## config.mk

```make
export PLATFORM = sky130hd
export DESIGN_NAME = periph_irq_enable_priority
export DESIGN_NICKNAME = d
export VERILOG_FILES = /design/src/common/irq_prio_pkg.sv /design/src/hdl/periph_irq_enable_priority.sv
export SDC_FILE = /design/constraint.sdc
export NUM_CORES = 1
export LEC_CHECK = 0
export ABC_AREA = 0
export BUFFER_PORTS_ARGS = -buffer_cell sky130_fd_sc_hd__buf_2
export CORE_ASPECT_RATIO = 0.9
export CORE_MARGIN = 10
export CORE_UTILIZATION = 30
export DETAILED_ROUTE_END_ITERATION = 6
export SYNTH_ARGS = -nofsm -noshare
export SYNTH_HDL_FRONTEND = slang
export SYNTH_SLANG_ARGS = --single-unit
```

## constraint.sdc

```tcl
create_clock -name sys_clk -period 2.4 [get_ports sys_clk]
set_clock_uncertainty 0.15 [all_clocks]
set_input_delay 0.48 -clock sys_clk [delete_from_list [all_inputs] [get_ports sys_clk]]
set_output_delay 0.48 -clock sys_clk [all_outputs]
set_load 0.1 [all_outputs]
```

## src/common/irq_prio_pkg.sv

```systemverilog
// Constants for the peripheral interrupt enable and priority bank.
// Assumes an 8-bit register port with 12-bit byte addresses.
//
// Summary of operation
// serial enable bits 5 and 7 gate the two serial receive requests.
// serial enable bits 4 and 6 gate the two serial transmit requests.
// serial enable bits 1 and 3 gate the two port collision requests.
// serial enable bits 0 and 2 gate port requests; whole register resets 0.
// timer enable bits 5..0 gate timers 6..1; all reset to 0.
// timer gate enable bits 2..0 gate timer 5, 3, 1 gate events.
// capture/compare enable bit 1 is unit 2, bit 0 unit 1.
// misc enable bits 7,6,5,0: scan, checksum, nonvolatile, waveform; reset 0.
// a priority bit of 1 routes its source high, 0 routes it low.
// priority 0 holds timer0, pin change, ext pins; resets 0x31.
// clock/converter priority bits 7,6,1,0 all reset high.
// voltage/comparator priority bits 7,6,1,0 all reset high.
// serial priority mirrors serial enables; unit 1 high, unit 2 low.
// timer priority bits 5..0 mirror timer enables; all reset high.
// peripheral flags stay set until software clears them.
// a request needs flag and enable both set, routed by priority.

package irq_prio_pkg;

   // -------------------------------------------------
   // register bank geometry
   // -------------------------------------------------
   localparam int ADDR_W   = 12;
   localparam int DATA_W   = 8;
   localparam int NUM_REGS = 10;

   // -------------------------------------------------
   // register indices
   // -------------------------------------------------
   localparam int IDX_EN_SERIAL  = 0;
   localparam int IDX_EN_TIMER   = 1;
   localparam int IDX_EN_GATE    = 2;
   localparam int IDX_EN_CAPCOMP = 3;
   localparam int IDX_EN_MISC    = 4;
   localparam int IDX_PR_0       = 5;
   localparam int IDX_PR_1       = 6;
   localparam int IDX_PR_2       = 7;
   localparam int IDX_PR_SERIAL  = 8;
   localparam int IDX_PR_TIMER   = 9;

   // -------------------------------------------------
   // serial enable field masks
   // -------------------------------------------------
   localparam logic [DATA_W-1:0] SERIAL_RX_MASK   = 8'ha0;
   localparam logic [DATA_W-1:0] SERIAL_TX_MASK   = 8'h50;
   localparam logic [DATA_W-1:0] SERIAL_COLL_MASK = 8'h0a;
   localparam logic [DATA_W-1:0] SERIAL_PORT_MASK = 8'h05;

   // -------------------------------------------------
   // byte addresses, writable masks, reset values
   // -------------------------------------------------
   localparam logic [ADDR_W-1:0] REG_OFFSET [NUM_REGS] = '{
      12'hec5, 12'hec6, 12'hec7, 12'hec8, 12'hec9,
      12'heba, 12'hebb, 12'hebc, 12'hebd, 12'hebe};
   localparam logic [DATA_W-1:0] REG_MASK [NUM_REGS] = '{
      8'hff, 8'h3f, 8'h07, 8'h03, 8'he1,
      8'h37, 8'hc3, 8'hc3, 8'hff, 8'h3f};
   localparam logic [DATA_W-1:0] REG_RESET [NUM_REGS] = '{
      8'h00, 8'h00, 8'h00, 8'h00, 8'h00,
      8'h31, 8'hc3, 8'hc3, 8'h33, 8'h3f};

   // read-only status: bit 0 high request, bit 1 low request
   localparam logic [ADDR_W-1:0] STATUS_OFFSET = 12'hea0;
   localparam int STATUS_HIGH_BIT = 0;
   localparam int STATUS_LOW_BIT  = 1;

endpackage : irq_prio_pkg

```

## src/hdl/periph_irq_enable_priority.sv

```systemverilog
// Interrupt enable and priority register bank with request routing.
// Assumes flags and pre-enabled requests come from logic on sys_clk.
`timescale 1ns/1ns
`default_nettype none

module periph_irq_enable_priority (
   input  wire  logic                                sys_clk,
   input  wire  logic                                reset,
   input  wire  logic [irq_prio_pkg::ADDR_W-1:0]     reg_addr,
   input  wire  logic [irq_prio_pkg::DATA_W-1:0]     reg_wdata,
   input  wire  logic                                reg_write,
   input  wire  logic                                reg_read,
   output logic       [irq_prio_pkg::DATA_W-1:0]     reg_rdata,
   input  wire  logic [7:0]                          serial_flags,
   input  wire  logic [5:0]                          timer_flags,
   input  wire  logic [2:0]                          gate_flags,
   input  wire  logic [1:0]                          capcomp_flags,
   input  wire  logic [7:0]                          misc_flags,
   input  wire  logic [7:0]                          group0_req,
   input  wire  logic [7:0]                          group1_req,
   input  wire  logic [7:0]                          group2_req,
   input  wire  logic [2:0]                          gate_prio,
   input  wire  logic [1:0]                          capcomp_prio,
   input  wire  logic [7:0]                          misc_prio,
   output logic                                      irq_high,
   output logic                                      irq_low
);

   // -------------------------------------------------
   // register bank
   // -------------------------------------------------
   logic [irq_prio_pkg::DATA_W-1:0] bank_q [irq_prio_pkg::NUM_REGS];
   logic                            irq_high_q;
   logic                            irq_low_q;
   logic [irq_prio_pkg::DATA_W-1:0] rdata_q;
   logic [irq_prio_pkg::DATA_W-1:0] rdata_d;

   // one flop set per register; unimplemented bits stay zero
   genvar gi;
   generate
      for (gi = 0; gi < irq_prio_pkg::NUM_REGS; gi++) begin : g_reg
         always_ff @(posedge sys_clk or posedge reset) begin
            if (reset) begin
               bank_q[gi] <= irq_prio_pkg::REG_RESET[gi];
            end else if (reg_write &&
                         reg_addr == irq_prio_pkg::REG_OFFSET[gi]) begin
               bank_q[gi] <= reg_wdata & irq_prio_pkg::REG_MASK[gi];
            end
         end
      end
   endgenerate

   // -------------------------------------------------
   // named views of the bank
   // -------------------------------------------------
   logic [7:0] uart_rx_irq_en;
   logic [7:0] uart_tx_irq_en;
   logic [7:0] sport_collision_irq_en;
   logic [7:0] sport_irq_en;
   logic [7:0] serial_en;
   logic [5:0] timer_en;
   logic [2:0] gate_en;
   logic [1:0] capcomp_en;
   logic [7:0] misc_en;
   logic [7:0] group0_prio;
   logic [7:0] group1_prio;
   logic [7:0] group2_prio;
   logic [7:0] serial_prio;
   logic [5:0] timer_prio;

   // serial layout: rx 7/5, tx 6/4, collision 3/1, port 2/0
   assign serial_en   = bank_q[irq_prio_pkg::IDX_EN_SERIAL];
   assign uart_rx_irq_en = serial_en & irq_prio_pkg::SERIAL_RX_MASK;
   assign uart_tx_irq_en = serial_en & irq_prio_pkg::SERIAL_TX_MASK;
   assign sport_collision_irq_en = serial_en & irq_prio_pkg::SERIAL_COLL_MASK;
   assign sport_irq_en = serial_en & irq_prio_pkg::SERIAL_PORT_MASK;
   assign timer_en    = bank_q[irq_prio_pkg::IDX_EN_TIMER][5:0];
   assign gate_en     = bank_q[irq_prio_pkg::IDX_EN_GATE][2:0];
   assign capcomp_en  = bank_q[irq_prio_pkg::IDX_EN_CAPCOMP][1:0];
   assign misc_en     = bank_q[irq_prio_pkg::IDX_EN_MISC];
   assign group0_prio = bank_q[irq_prio_pkg::IDX_PR_0];
   assign group1_prio = bank_q[irq_prio_pkg::IDX_PR_1];
   assign group2_prio = bank_q[irq_prio_pkg::IDX_PR_2];
   assign serial_prio = bank_q[irq_prio_pkg::IDX_PR_SERIAL];
   assign timer_prio  = bank_q[irq_prio_pkg::IDX_PR_TIMER][5:0];

   // -------------------------------------------------
   // request gating and routing
   // -------------------------------------------------
   logic [7:0] serial_act;
   logic [5:0] timer_act;
   logic [2:0] gate_act;
   logic [1:0] capcomp_act;
   logic [7:0] misc_act;
   logic [7:0] g0_act;
   logic [7:0] g1_act;
   logic [7:0] g2_act;
   logic       high_d;
   logic       low_d;

   // flags are levels held by the peripherals until cleared
   assign serial_act  = serial_flags & serial_en;
   assign timer_act   = timer_flags & timer_en;
   assign gate_act    = gate_flags & gate_en;
   assign capcomp_act = capcomp_flags & capcomp_en;
   assign misc_act    = misc_flags & misc_en &
                        irq_prio_pkg::REG_MASK[irq_prio_pkg::IDX_EN_MISC];
   // these groups arrive already enabled; only priority applies here
   assign g0_act = group0_req & irq_prio_pkg::REG_MASK[irq_prio_pkg::IDX_PR_0];
   assign g1_act = group1_req & irq_prio_pkg::REG_MASK[irq_prio_pkg::IDX_PR_1];
   assign g2_act = group2_req & irq_prio_pkg::REG_MASK[irq_prio_pkg::IDX_PR_2];

   // high level collects sources whose priority bit is one
   assign high_d = |(serial_act & serial_prio)
                 | |(timer_act & timer_prio)
                 | |(gate_act & gate_prio)
                 | |(capcomp_act & capcomp_prio)
                 | |(misc_act & misc_prio)
                 | |(g0_act & group0_prio)
                 | |(g1_act & group1_prio)
                 | |(g2_act & group2_prio);

   // low level collects the rest
   assign low_d = |(serial_act & ~serial_prio)
                | |(timer_act & ~timer_prio)
                | |(gate_act & ~gate_prio)
                | |(capcomp_act & ~capcomp_prio)
                | |(misc_act & ~misc_prio)
                | |(g0_act & ~group0_prio)
                | |(g1_act & ~group1_prio)
                | |(g2_act & ~group2_prio);

   // registered so the core sees glitch-free levels; costs one cycle
   always_ff @(posedge sys_clk or posedge reset) begin
      if (reset) begin
         irq_high_q <= 1'b0;
         irq_low_q  <= 1'b0;
      end else begin
         irq_high_q <= high_d;
         irq_low_q  <= low_d;
      end
   end

   assign irq_high = irq_high_q;
   assign irq_low  = irq_low_q;

   // -------------------------------------------------
   // read path
   // -------------------------------------------------
   // unmapped addresses read as zero, never stall
   always_comb begin
      rdata_d = '0;
      for (int i = 0; i < irq_prio_pkg::NUM_REGS; i++) begin
         if (reg_addr == irq_prio_pkg::REG_OFFSET[i]) begin
            rdata_d = bank_q[i];
         end
      end
      if (reg_addr == irq_prio_pkg::STATUS_OFFSET) begin
         rdata_d[irq_prio_pkg::STATUS_HIGH_BIT] = irq_high_q;
         rdata_d[irq_prio_pkg::STATUS_LOW_BIT]  = irq_low_q;
      end
   end

   // data held only in the cycle after the strobe
   always_ff @(posedge sys_clk or posedge reset) begin
      if (reset) begin
         rdata_q <= '0;
      end else if (reg_read) begin
         rdata_q <= rdata_d;
      end else begin
         rdata_q <= '0;
      end
   end

   assign reg_rdata = rdata_q;

   // -------------------------------------------------
   // checks
   // -------------------------------------------------
   chk_serial_write: assert property (
      @(posedge sys_clk) disable iff (reset)
      reg_write && reg_addr == irq_prio_pkg::REG_OFFSET[irq_prio_pkg::IDX_EN_SERIAL]
      |=> serial_en == $past(reg_wdata))
      else $error("serial enable write lost");

   chk_tx_enable_gate: assert property (
      @(posedge sys_clk) disable iff (reset)
      (serial_flags[6] && serial_en[6] && serial_prio[6]) |=> irq_high_q)
      else $error("transmit 2 request not raised");

   chk_collision_block: assert property (
      @(posedge sys_clk) disable iff (reset)
      (serial_en == 8'h00 && timer_en == 6'h00 && gate_en == 3'h0 &&
       capcomp_en == 2'h0 && misc_en == 8'h00 && group0_req == 8'h00 &&
       group1_req == 8'h00 && group2_req == 8'h00)
      |=> !irq_high_q && !irq_low_q)
      else $error("request raised while disabled");

   chk_serial_reset: assert property (
      @(posedge sys_clk) $fell(reset) |-> serial_en == 8'h00)
      else $error("serial enable reset wrong");

   chk_timer_mask: assert property (
      @(posedge sys_clk) disable iff (reset)
      reg_write && reg_addr == irq_prio_pkg::REG_OFFSET[irq_prio_pkg::IDX_EN_TIMER]
      |=> bank_q[irq_prio_pkg::IDX_EN_TIMER] == ($past(reg_wdata) & 8'h3f))
      else $error("timer enable write wrong");

   chk_gate_low: assert property (
      @(posedge sys_clk) disable iff (reset)
      (gate_flags[2] && gate_en[2] && !gate_prio[2]) |=> irq_low_q)
      else $error("gate request not routed low");

   chk_capcomp_mask: assert property (
      @(posedge sys_clk) disable iff (reset)
      bank_q[irq_prio_pkg::IDX_EN_CAPCOMP][7:2] == 6'h00)
      else $error("capture/compare reserved bits set");

   chk_misc_mask: assert property (
      @(posedge sys_clk) disable iff (reset)
      reg_write && reg_addr == irq_prio_pkg::REG_OFFSET[irq_prio_pkg::IDX_EN_MISC]
      |=> misc_en == ($past(reg_wdata) & 8'he1))
      else $error("misc enable write wrong");

   chk_timer_route: assert property (
      @(posedge sys_clk) disable iff (reset)
      (timer_flags[0] && timer_en[0] && !timer_prio[0]) |=> irq_low_q)
      else $error("timer 1 not routed low");

   chk_prio0_reset: assert property (
      @(posedge sys_clk) $fell(reset) |-> group0_prio == 8'h31)
      else $error("priority 0 reset wrong");

   chk_prio12_reset: assert property (
      @(posedge sys_clk) $fell(reset) |-> group1_prio == 8'hc3 && group2_prio == 8'hc3)
      else $error("priority 1/2 reset wrong");

   chk_volt_route: assert property (
      @(posedge sys_clk) disable iff (reset)
      (group2_req[7] && group2_prio[7]) |=> irq_high_q)
      else $error("voltage request not high");

   chk_serprio_reset: assert property (
      @(posedge sys_clk) $fell(reset) |-> serial_prio == 8'h33 && timer_prio == 6'h3f)
      else $error("serial/timer priority reset wrong");

   chk_timprio_read: assert property (
      @(posedge sys_clk) disable iff (reset)
      reg_read && !reg_write &&
      reg_addr == irq_prio_pkg::REG_OFFSET[irq_prio_pkg::IDX_PR_TIMER]
      |=> reg_rdata == {2'b00, $past(timer_prio)})
      else $error("timer priority read wrong");

   chk_flag_hold: assert property (
      @(posedge sys_clk) disable iff (reset)
      (serial_act[0] && serial_prio[0]) [*2] |-> irq_high_q)
      else $error("held flag dropped request");

   chk_read_idle: assert property (
      @(posedge sys_clk) disable iff (reset)
      !reg_read |=> reg_rdata == 8'h00)
      else $error("read data outside read cycle");

   chk_rx_route_low: assert property (
      @(posedge sys_clk) disable iff (reset)
      (serial_flags[5] && uart_rx_irq_en[5] && !serial_prio[5]) |=> irq_low_q)
      else $error("receive 1 request not routed low");

   chk_tx_route_high: assert property (
      @(posedge sys_clk) disable iff (reset)
      (serial_flags[4] && uart_tx_irq_en[4] && serial_prio[4]) |=> irq_high_q)
      else $error("transmit 1 request not routed high");

   chk_coll_route_high: assert property (
      @(posedge sys_clk) disable iff (reset)
      (serial_flags[3] && sport_collision_irq_en[3] && serial_prio[3]) |=> irq_high_q)
      else $error("collision 2 request not routed high");

   chk_port_route_low: assert property (
      @(posedge sys_clk) disable iff (reset)
      (serial_flags[2] && sport_irq_en[2] && !serial_prio[2]) |=> irq_low_q)
      else $error("port 2 request not routed low");

   chk_match_route_high: assert property (
      @(posedge sys_clk) disable iff (reset)
      (timer_flags[5] && timer_en[5] && timer_prio[5]) |=> irq_high_q)
      else $error("timer 6 request not routed high");

   chk_gate_route_high: assert property (
      @(posedge sys_clk) disable iff (reset)
      (gate_flags[0] && gate_en[0] && gate_prio[0]) |=> irq_high_q)
      else $error("timer 1 gate request not routed high");

   chk_capcomp_route: assert property (
      @(posedge sys_clk) disable iff (reset)
      (capcomp_flags[1] && capcomp_en[1] && !capcomp_prio[1]) |=> irq_low_q)
      else $error("capture/compare 2 request not routed low");

   chk_misc_route: assert property (
      @(posedge sys_clk) disable iff (reset)
      (misc_flags[7] && misc_en[7] && misc_prio[7]) |=> irq_high_q)
      else $error("scan request not routed high");

   chk_ext_pin_low: assert property (
      @(posedge sys_clk) disable iff (reset)
      (group0_req[1] && !group0_prio[1]) |=> irq_low_q)
      else $error("external pin 1 request not routed low");

   chk_clock_route_high: assert property (
      @(posedge sys_clk) disable iff (reset)
      (group1_req[6] && group1_prio[6]) |=> irq_high_q)
      else $error("clock switch request not routed high");

   chk_comp_route_low: assert property (
      @(posedge sys_clk) disable iff (reset)
      (group2_req[0] && !group2_prio[0]) |=> irq_low_q)
      else $error("comparator 1 request not routed low");

   chk_unit2_route_low: assert property (
      @(posedge sys_clk) disable iff (reset)
      (serial_flags[7] && serial_en[7] && !serial_prio[7]) |=> irq_low_q)
      else $error("receive 2 request not routed low");

   chk_timer_prio_high: assert property (
      @(posedge sys_clk) disable iff (reset)
      (timer_flags[3] && timer_en[3] && timer_prio[3]) |=> irq_high_q)
      else $error("timer 4 request not routed high");

   chk_flag_idle: assert property (
      @(posedge sys_clk) disable iff (reset)
      (serial_flags == 8'h00 && timer_flags == 6'h00 && gate_flags == 3'h0 &&
       capcomp_flags == 2'h0 && misc_flags == 8'h00 && group0_req == 8'h00 &&
       group1_req == 8'h00 && group2_req == 8'h00)
      |=> !irq_high_q && !irq_low_q)
      else $error("request raised with no source");

   chk_status_read: assert property (
      @(posedge sys_clk) disable iff (reset)
      reg_read && reg_addr == irq_prio_pkg::STATUS_OFFSET
      |=> reg_rdata == {6'h00, $past(irq_low_q), $past(irq_high_q)})
      else $error("status read wrong");

   chk_reset_quiet: assert property (
      @(posedge sys_clk) reset |-> !irq_high_q && !irq_low_q && reg_rdata == 8'h00)
      else $error("outputs active during reset");

endmodule : periph_irq_enable_priority

`default_nettype wire

```

==> impl_results.md, run 1 <==
- Total congestion overflow: 0
- Int Power: 2.14 mW
- CP Class: flip-flop to flip-flop
- RSZ-0062 raised after global routing: false
- Sw Pwr: roughly 0.6 mW
- Synthesis-to-finish area growth: 31.2%
- Fin crit share: 0.857
- Leakage: between 2 and 2.5 nW
- Nets: 524
- HP Class: primary input to asynchronous set/reset pin
- Buffer count from post-CTS setup fixing: 0
- Max-slew headroom: 0.641
- Drt total wl: between 10 and 15 mm
- Initial antenna violation count: 1
- Pwr dens: around 600 mW/mm^2
- First drt pass iteration count: 5
- Clock share of power: 0.546
- Final setup viols: 0
- Critical path endpoint category: flip-flop
- CP Data Arrival Time: roughly 2.1 ns
- Reg power frac: 0.376
- Period minus WS final: 2.06 ns
- GRT Overall Usage: 0.151
- Vias in the first global route: approximately 3400
- Critical Path Max Stage Delay: 0.56 ns
- Final hold violations: 0
- Post-route ant nets: 0
- Synth Flop Type: dfrtp_1
- Largest net degree at the start of global routing: 61
- Syn Nets: between 400 and 500
- Avg Vias per Cell: ~5.3
- CP max FO: 4
- Placed inst area: ~0.0042 sq mm
- EDFF count, synth: 0
- Vias: approximately 3200
- CTS tree: built
- Clk slew on worst S/H paths: 0.06 ns
- Clk sinks: 60
- Post-route design area: 0.00455 sq mm
- Hold slack: roughly 0.057 ns
- I/O pin cnt: 98
- Synth unique cells: 54
- CTS Buffer Depth: 2
- Final Wtd Congestion: roughly 0.94
- Delay-heaviest family, CP: simple AND/OR/NAND/NOR gates
- Root buffer cell: clkbuf_16
- Outcome: finished, final reports clean
- Synth Instances: 334
- Flip-flop and latch area: ~0.0015 sq mm
- Final Max Slew Viols: 0
- First-pass GRT wire length: roughly 19 mm
- H-Tree Depth: 3
- Cts bufs inserted: 9
- CP bufs+invs: 0
- CORE AREA: between 0.01 and 0.015 sq mm
- Sw Ratio: 0.215
- F_max: between 0.4 and 0.5 GHz
- Drt wl/cell: about 20 um
- Drt drc: 0
- Worst setup SP type: flip-flop
- Worst-skew pair later-pin latency: 0.33 ns
- Slowest CP cell: dfstp_2
- Placement row count: 37
- Avg Inst Size Synth: approximately 10 sq um
- PostCTS Resize Cnt: 0
- Number of synthesized register bits: 60
- Max IR drop VDD: approximately 0.26 mV
- Gate power share: 0.078
- Mapped Area: 0.00347 sq mm
- Ys async rst share: 1.00
- Yosys warnings: 0
- Number of hold-repair buffers added at the cts stage: 0
- Layout cell share with drive strength beyond 1: 0.413
- Hpwl dp: 9.52 mm
- Max cap viols: 0
- Number of fill cells: 1135
- I/O Buffers: 78
- Initial cell density of the core: 0.305
- Multi-input logic area: 0.00183 sq mm
- Setup TNS Final: 0 ns
- First DRT Iteration DRCs: approximately 260
- Sequential fraction of the synthesis area: 0.440
- Worst-Margin Slew: around 0.53 ns
- Die ar.: between 0.015 and 0.02 sq mm
- Die width: roughly 130 um
- CP Cell Sequence: nand2b_1, o221ai_1, nor4_1, and3_1, nand3_1
- CP Data Required Time: around 2.5 ns
- Die Height: 122 um
## cell families after synthesis
| family | synth area share |
|---|---|
| AND/OR/NAND/NOR | 0.203 |
| AO/OA/AOI/OAI | 0.149 |
| flip-flops | 0.440 |
| multiplexers | 0.175 |
| buffers and inverters | 0.0321 |
## final cells by class
cell class / instances / share of cell area
inverter: 17 / 0.0140
sequential: 60 / 0.336
clock inverter: 5 / 0.0220
tap: 156 / 0.0429
clock buffer: 11 / 0.0534
timing repair buffer: 101 / 0.129
multi-input combinational: 247 / 0.402
antenna: 1 / 0.000550
## Yosys cell counts (2+ instances only)
| master | number | area [sq um] |
|---|---|---|
| nand2_1 | 41 | 154 |
| dfrtp_1 | 39 | 976 |
| mux2_2 | 31 | 349 |
| nand3_1 | 27 | 135 |
| mux2_1 | 22 | 248 |
| dfstp_2 | 21 | 552 |
| inv_1 | 17 | 63.8 |
| o22ai_1 | 15 | 93.8 |
| a22o_1 | 12 | 105 |
| nor2_1 | 10 | 37.5 |
| a22oi_1 | 7 | 52.6 |
| nand4_1 | 7 | 43.8 |
| nor4_1 | 7 | 43.8 |
| a221oi_1 | 6 | 52.6 |
| clkbuf_1 | 6 | 22.5 |
| nor2b_1 | 6 | 37.5 |
| nor3_1 | 6 | 30.0 |
| nand2b_1 | 5 | 31.3 |
| a21oi_1 | 4 | 20.0 |
| o21ai_1 | 3 | 15.0 |
| a2111oi_0 | 2 | 17.5 |
| a21boi_1 | 2 | 15.0 |
| a222oi_1 | 2 | 20.0 |
| buf_2 | 2 | 10.0 |
| nor2_4 | 2 | 22.5 |
| nor3_2 | 2 | 20.0 |
| nor4_2 | 2 | 25.0 |
| o32ai_1 | 2 | 17.5 |
## cell usage in the layout, fill, tap and decap left out, types with 3 or more instances in the layout
cell type / n
buf_4: 21
clkbuf_16: 9
inv_1: 16
dfstp_2: 21
o22ai_1: 15
mux2_1: 22
nand2_1: 41
mux2_2: 31
nand2b_1: 5
nor2_1: 10
a22o_1: 12
buf_2: 78
o21ai_1: 3
nor3_1: 6
nor4_1: 7
nand3_1: 27
nand4_1: 7
a21oi_1: 4
dfrtp_1: 39
bufinv_16: 3
a221oi_1: 6
a22oi_1: 7
nor2b_1: 6
## layer usage
layer,GRT usage,vias up,wire length [um]
met5,0,-,0
met4,0.0530,0,275
met3,0.0428,24,807
met2,0.252,120,5760
met1,0.184,1573,5350
li1,-,1482,-
## worst register-to-register path: stages (launching register included)
cell      delay, ns
dfstp_2        0.56
nand2b_1       0.11
o221ai_1       0.12
nor4_1         0.53
and3_1         0.35
nand3_1        0.10
## worst paths after layout
kind	startpoint	end	slack (ns)	cells past startpoint
max	group2_prio[7]$_DFFE_PP1P_	irq_low$_DFF_PP0_	0.34	5
max reg2reg	group2_prio[7]$_DFFE_PP1P_	irq_low$_DFF_PP0_	0.34	5
min in group sys_clk	reg_wdata[3]	serial_en[3]$_DFFE_PP0P_	0.28	2
min	reset	serial_en[5]$_DFFE_PP0P_	0.06	3
max in group asynchronous	reset	group1_prio[0]$_DFFE_PP1P_	1.73	3
min reg2reg	serial_en[0]$_DFFE_PP0P_	serial_en[0]$_DFFE_PP0P_	0.40	1
## per-stage QoR
| step | utilization | total power, mW | instances | worst slack, ns |
|---|---|---|---|---|
| finish | 0.399 | 2.73 | 598 | 0.343 |
| global route | 0.399 | 2.82 | 597 | 0.291 |
| CTS | 0.399 | 2.75 | 597 | 0.411 |
| detailed placement | 0.369 | 1.25 | 581 | 0.0657 |
| global placement | 0.369 | 1.25 | 581 | 0.0715 |
| floorplan | - | 1.12 | 334 | 0.208 |
## state kept, by name, summed over array words and instances (netlist names)
register     flops
reg_rdata        8
irq_low          1
irq_high         1
group2_prio      4
serial_prio      8
bank_q          17
misc_en          4
group1_prio      4
serial_en        8
group0_prio      5
## power by group through the flow
stage / clock [mW] / combinational [mW] / sequential [mW]
final: 1.49 / 0.213 / 1.03
after global routing: 1.56 / 0.233 / 1.03
after CTS: 1.51 / 0.212 / 1.03
after detailed placement: 0 / 0.211 / 1.04
after global placement: 0 / 0.208 / 1.04
after floorplan: 0 / 0.0789 / 1.04
No activity file was read; power rests on OpenSTA's default activity.
==> run 2, diff against run 1 <==
==> constraint.sdc (replaced) <==
create_clock -name sys_clk -period 1.8 [get_ports sys_clk]
set_clock_uncertainty 0.15 [all_clocks]
set_input_delay 0.36 -clock sys_clk [delete_from_list [all_inputs] [get_ports sys_clk]]
set_output_delay 0.36 -clock sys_clk [all_outputs]
set_load 0.1 [all_outputs]
==> run 2 against run 1 <==
Effect of this change: core utilization up 2.9 points; sequential cell count is the same; register-to-register slack got worse by 0.22 ns; critical path type is now primary input to flip-flop; largest cell class unchanged; highest routed layer unchanged.
==> impl_results.md, run 2 (same netlist as run 1, synthesis figures left out) <==
- Outcome: finished, final reports clean
- Die Height: 122 um (unchanged)
- Clk slew on worst S/H paths: 0.05 ns (about the same)
- Largest net degree at the start of global routing: 61 (unchanged)
- Largest register FFs: 17 (unchanged)
- Layout cell share with drive strength beyond 1: 0.474 (+0.0616)
- HP Class: primary input to flip-flop
- Worst-skew pair later-pin latency: 0.33 ns (about the same)
- Post-Place Worst Slack: -0.368 ns (-0.434 ns)
- N_diodes: 0 (-1)
- Final cell count without fillers: 622 (+4.0%)
- Initial cell density of the core: 0.305 (unchanged)
- CTS Buffer Depth: 2 (unchanged)
- Number of fill cells: 1125 (-0.88%)
- Critical Path Max Stage Delay: 0.30 ns (-0.26 ns)
- Period minus WS final: between 1.5 and 2 ns
- CP Data Arrival Time: 1.80 ns (-0.30 ns)
- First DRT Iteration DRCs: 183 (-29%)
- I/O Buffers: 78 (unchanged)
- Worst setup SP type: primary input
- Final hold violations: 0 (unchanged)
- Synthesis-to-finish area growth: 40.6%
- Max-slew headroom: 0.669 (+0.0285)
- Delay-heaviest family, CP: simple AND/OR/NAND/NOR gates
- Die width: 133 um (unchanged)
- Max cap viols: 0 (unchanged)
- Most frequent cells in the layout: buf_2, buf_4, nand2_1, dfrtp_1, nand3_1
- Critical path endpoint category: flip-flop
- H-Tree Depth: 3 (unchanged)
- First drt pass iteration count: 5 (unchanged)
- Worst-Margin Slew: 0.499 ns (-0.0343 ns)
- Fin crit share: 0.969
- Clk sinks: 60 (unchanged)
- Vias: 3323 (+3.9%)
- Final Max Slew Viols: 0 (unchanged)
- Placement row count: 37 (unchanged)
- RSZ-0062 raised after global routing: true
- Initial antenna violation count: 0 (-1)
- Root buffer cell: clkbuf_16
- Nets: 549 (+4.8%)
- Final Wtd Congestion: 0.932 (-0.47%)
- CP max FO: 3 (-1)
- CP Class: primary input to flip-flop
- CP bufs+invs: 2 (+2)
- Top reg by flops: bank_q
- Max IR drop VDD: 0.382 mV (+48%)
- GRT Overall Usage: 0.156 (+0.00462)
- Commonest non-fill, non-tap cell in the layout: buf_2
- Die ar.: 0.0163 sq mm (unchanged)
- CTS tree: built
- First-pass GRT wire length: 19.7 mm (+2.8%)
- Avg Vias per Cell: 5.34 (-0.13%)
- Final setup viols: 0 (unchanged)
- Leakage: 2.22 nW (+7.8%)
- CORE AREA: 0.0114 sq mm (unchanged)
- Vias in the first global route: 3512 (+2.1%)
- Drt drc: 0 (unchanged)
- Final worst slack: 0.0551 ns (-0.288 ns)
- Dpl cells: 605 (+4.1%)
- Cts bufs inserted: 9 (unchanged)
- Pwr dens: 702 mW/mm^2 (+17%)
- Slowest CP cell: nand4bb_2
- I/O pin cnt: 98 (unchanged)
- Buffer count from post-CTS setup fixing: 0 (unchanged)
- Post-route ant nets: 0 (unchanged)
- Total congestion overflow: 0 (unchanged)
- Hpwl dp: 10.2 mm (+7.5%)
- Drt wl/cell: 20.5 um (+0.35%)
- CP Data Required Time: 1.86 ns (-0.59 ns)
- CP Cell Sequence: buf_2, nand4bb_2, nor3_4, nand2_2, nor2_4, buf_4, mux2_4
- F_max: 0.573 GHz
- Drt total wl: 12.7 mm (+4.4%)
run 2: cell types whose count changed in the layout (fill, tap and decap cells not counted), sizes merged:
cell / before / now
buf: 101 / 125
clkinvlp: 0 / 2
dlygate4sd3: 0 / 1
inv: 17 / 16
clkbuf: 11 / 12
diode: 1 / 0
bufinv: 3 / 1
run 2: cell type report:
cell class / count / area [sq um] / share of cell area
multi-input cells: 247 / 1980 / 0.406
flip-flops and latches: 60 / 1530 / 0.313
repair buffers: 126 / 803 / 0.165
clock buffers: 12 / 256 / 0.0526
well taps: 156 / 195 / 0.0400
inverters: 17 / 67.6 / 0.0139
clock inverters: 4 / 47.5 / 0.00975
run 2: where the power goes:
part	total [mW]	internal, mW	switching, mW
combinational	0.326	0.135	0.191
clock	1.73	1.14	0.590
sequential	1.37	1.36	0.00758
total	3.42	2.64	0.789
run 2: metal layers:
metal	up-vias	GRT usage	routed length, um
met2	146	0.243	5920
met4	0	0.0537	260
met3	18	0.0432	854
met5	-	0	0
met1	1629	0.203	5700
li1	1530	-	-
run 2: path summary, 6_finish.rpt:
kind,slack (ns),startpoint,cells past startpoint,end
worst max-delay path,0.06,reg_addr[5],7,bank_q[64]$_DFFE_PP0P_
worst min-delay path,0.18,reg_wdata[7],2,serial_prio[7]$_DFFE_PP0P_
worst max register to register,0.12,group2_prio[7]$_DFFE_PP1P_,5,irq_low$_DFF_PP0_
worst min register to register,0.41,serial_en[0]$_DFFE_PP0P_,1,serial_en[0]$_DFFE_PP0P_
max in group asynchronous,0.67,reset,4,serial_prio[1]$_DFFE_PP1P_
min in group asynchronous,0.52,reset,4,serial_en[5]$_DFFE_PP0P_
run 2: metrics by stage:
| stage | utilization | instance area [sq um] | setup TNS, ns | hold WS, ns | power (mW) |
|---|---|---|---|---|---|
| after floorplan | - | 3590 | -5.21 | 0.308 | 1.51 |
| after global placement | 0.397 | 4520 | -13.00 | 0.318 | 1.70 |
| after detailed placement | 0.397 | 4520 | -12.92 | 0.323 | 1.70 |
| after CTS | 0.425 | 4830 | 0 | 0.172 | 3.43 |
| after global routing | 0.428 | 4880 | -0.00323 | 0.176 | 3.54 |
| final | 0.428 | 4880 | 0 | 0.181 | 3.42 |
run 2: repair_timing:
item / 4_1_cts / 5_1_grt
setup endpoints to repair: 4 / 10
endpoints found under the hold margin: 39 / 0
hold buffers: 1 / 0
gates resized for setup: 1 / 7
==> run 3, diff against run 2 <==
--- a/config.mk
+++ b/config.mk
@@ -11,6 +11,7 @@
 export CORE_MARGIN = 10
 export CORE_UTILIZATION = 30
 export DETAILED_ROUTE_END_ITERATION = 6
+export RECOVER_POWER = 25
 export SYNTH_ARGS = -nofsm -noshare
 export SYNTH_HDL_FRONTEND = slang
 export SYNTH_SLANG_ARGS = --single-unit
==> run 3 against run 2 <==
Effect of this change: highest routed layer unchanged; setup slack got worse by 0.0091 ns; count of clock-buffer cells in the layout unchanged; combinational power fell by 1%.
==> impl_results.md, run 3 (same netlist as run 1, synthesis figures left out) <==
- Die ar.: 0.0163 sq mm (unchanged)
- CP Data Required Time: 1.86 ns (about the same)
- Post-layout utilization of the core: 0.427 (-0.00121)
- Outcome: finished, final reports clean
- Leakage: 2.21 nW (-0.34%)
- Most frequent cells in the layout: buf_2, buf_4, nand2_1, dfrtp_1, nand3_1
- Final hold violations: 0 (unchanged)
- Drt total wl: 12.8 mm (+0.20%)
- CTS Buffer Depth: 2 (unchanged)
- N_diodes: 0 (unchanged)
- Nets: 549 (unchanged)
- Worst-Margin Slew: 0.842 ns (+0.343 ns)
- Largest register FFs: 17 (unchanged)
- Sw Ratio: 0.230 (about the same)
- Initial antenna violation count: 0 (unchanged)
- CP bufs+invs: 2 (unchanged)
- RSZ-0062 raised after global routing: true
- Critical path endpoint category: flip-flop
- Drt wl/cell: 20.5 um (+0.20%)
- Avg Vias per Cell: 5.37 (+0.48%)
- Clk sinks: 60 (unchanged)
- Clk slew on worst S/H paths: 0.05 ns (about the same)
- Post-route ant nets: 0 (unchanged)
- Reg2Reg Depth: 5 (unchanged)
- Hpwl dp: 10.2 mm (unchanged)
- Slowest CP cell: nand4bb_2
- R2r endpoint: irq_low$_DFF_PP0_
- Period minus WS final: 1.75 ns (+0.00909 ns)
- CP Cell Sequence: buf_2, nand4bb_2, nor3_4, nand2_2, nor2_4, buf_4, mux2_4
- Max-slew headroom: 0.438 (-0.231)
- First drt pass iteration count: 6 (+1)
- Fin crit share: 0.974 (+0.00505)
- HP Class: primary input to flip-flop
- F_max: 0.570 GHz (-0.52%)
- Commonest non-fill, non-tap cell in the layout: buf_2
- Hold Path Origin: reg_wdata[7]
- Int Power: 2.63 mW (-0.15%)
- Post-route design area: 0.00486 sq mm (-0.28%)
- Placement row count: 37 (unchanged)
- Vias in the first global route: 3512 (unchanged)
- GRT Overall Usage: 0.156 (unchanged)
- CTS tree: built
- Clock share of power: 0.506 (about the same)
- First DRT Iteration DRCs: 195 (+6.6%)
- Number of fill cells: 1127 (+0.18%)
- Reg power frac: 0.400 (about the same)
- Max cap viols: 0 (unchanged)
- Critical Path Max Stage Delay: 0.30 ns (about the same)
- Die Height: 122 um (unchanged)
- Worst Hold Endpoint: serial_prio[7]$_DFFE_PP0P_
- CORE AREA: 0.0114 sq mm (unchanged)
- I/O Buffers: 78 (unchanged)
- Final Max Slew Viols: 0 (unchanged)
- Initial cell density of the core: 0.305 (unchanged)
- Pwr dens: 703 mW/mm^2 (+0.11%)
- Worst setup SP type: primary input
- Largest net degree at the start of global routing: 61 (unchanged)
- Delay-heaviest family, CP: simple AND/OR/NAND/NOR gates
- Total congestion overflow: 0 (unchanged)
- I/O pin cnt: 98 (unchanged)
- Cts bufs inserted: 9 (unchanged)
- Flip-flop and latch area: 0.00153 sq mm (unchanged)
- Reg2reg setup slack: 0.12 ns (about the same)
- Synthesis-to-finish area growth: 40.2%
- Drt drc: 0 (unchanged)
- Sw Pwr: 0.787 mW (-0.27%)
- Worst-skew pair later-pin latency: 0.33 ns (about the same)
- CP Data Arrival Time: 1.81 ns (about the same)
- Final Wtd Congestion: 0.932 (unchanged)
- Multi-input logic area: 0.00198 sq mm (unchanged)
- Root buffer cell: clkbuf_16
- Placed inst area: 0.00452 sq mm (unchanged)
- CP Class: primary input to flip-flop
- Max IR drop VDD: 0.383 mV (+0.25%)
- Top reg by flops: bank_q
- Gate power share: 0.094 (about the same)
- H-Tree Depth: 3 (unchanged)
- Die width: 133 um (unchanged)
- Hold-critical path depth: 2 (unchanged)
- Final setup viols: 0 (unchanged)
- Vias: 3339 (+0.48%)
- CP max FO: 3 (unchanged)
- Layout cell share with drive strength beyond 1: 0.472 (-0.00215)
- R2r startpoint: group2_prio[7]$_DFFE_PP1P_
- First-pass GRT wire length: 19.7 mm (unchanged)
run 3: changes by cell type in the layout (fill, tap and decap cells not counted):
| cell | delta |
|---|---|
| buf_12 | -1 |
| buf_2 | -1 |
| clkbuf_1 | +1 |
| clkbuf_4 | +1 |
run 3: per-stage QoR:
step                      worst slack (ns)  setup TNS [ns]  cells  power, mW  hold slack (ns)
after detailed placement            -0.368          -12.92    605       1.70            0.323
after global placement              -0.325          -13.00    605       1.70            0.318
final                               0.0460               0    622       3.42            0.182
after floorplan                     -0.163           -5.21    334       1.51            0.308
after global routing              -0.00323        -0.00323    622       3.53            0.176
after CTS                           0.0132               0    622       3.43            0.172
run 3: worst max path at each step:
stage                startpoint                          to  slack, ns  depth (start not counted)
floorplan           reg_addr[6]  serial_prio[2]$_DFFE_PP0P_      -0.16                          6
global placement    reg_addr[8]  group2_prio[7]$_DFFE_PP1P_      -0.33                          6
detailed placement  reg_addr[8]  group2_prio[6]$_DFFE_PP1P_      -0.37                          6
CTS                 reg_addr[8]  group2_prio[6]$_DFFE_PP1P_       0.01                          6
global route        reg_addr[8]      misc_en[0]$_DFFE_PP0P_     -0.003                          7
finish              reg_addr[5]      bank_q[64]$_DFFE_PP0P_       0.05                          7
run 3: power by group through the flow:
| stage | clock network (mW) | logic (mW) | registers (mW) |
|---|---|---|---|
| global placement | 0 | 0.311 | 1.39 |
| finish | 1.73 | 0.322 | 1.37 |
| global route | 1.82 | 0.346 | 1.37 |
| CTS | 1.74 | 0.318 | 1.37 |
| detailed placement | 0 | 0.314 | 1.39 |
| floorplan | 0 | 0.114 | 1.39 |
run 3: what timing repair did:
action / CTS / global route
hold buffers: 1 / 0
gates resized for setup: 1 / 7
setup endpoints to repair: 4 / 10
endpoints found under the hold margin: 39 / 0
setup buffers: 0 / 0
run 3: layout make-up:
type / instances / share of cell area
multi-input combinational: 247 / 0.407
clock buffer: 12 / 0.0528
clock inverter: 4 / 0.00978
tap: 156 / 0.0401
inverter: 17 / 0.0139
sequential: 60 / 0.314
timing repair buffer: 126 / 0.162
run 3: layer usage:
metal	GRT usage	vias to the layer above	wire, um
met5	0	-	0
met4	0.0537	0	262
met3	0.0432	18	830
met2	0.243	137	5930
met1	0.203	1656	5740
li1	-	1528	-
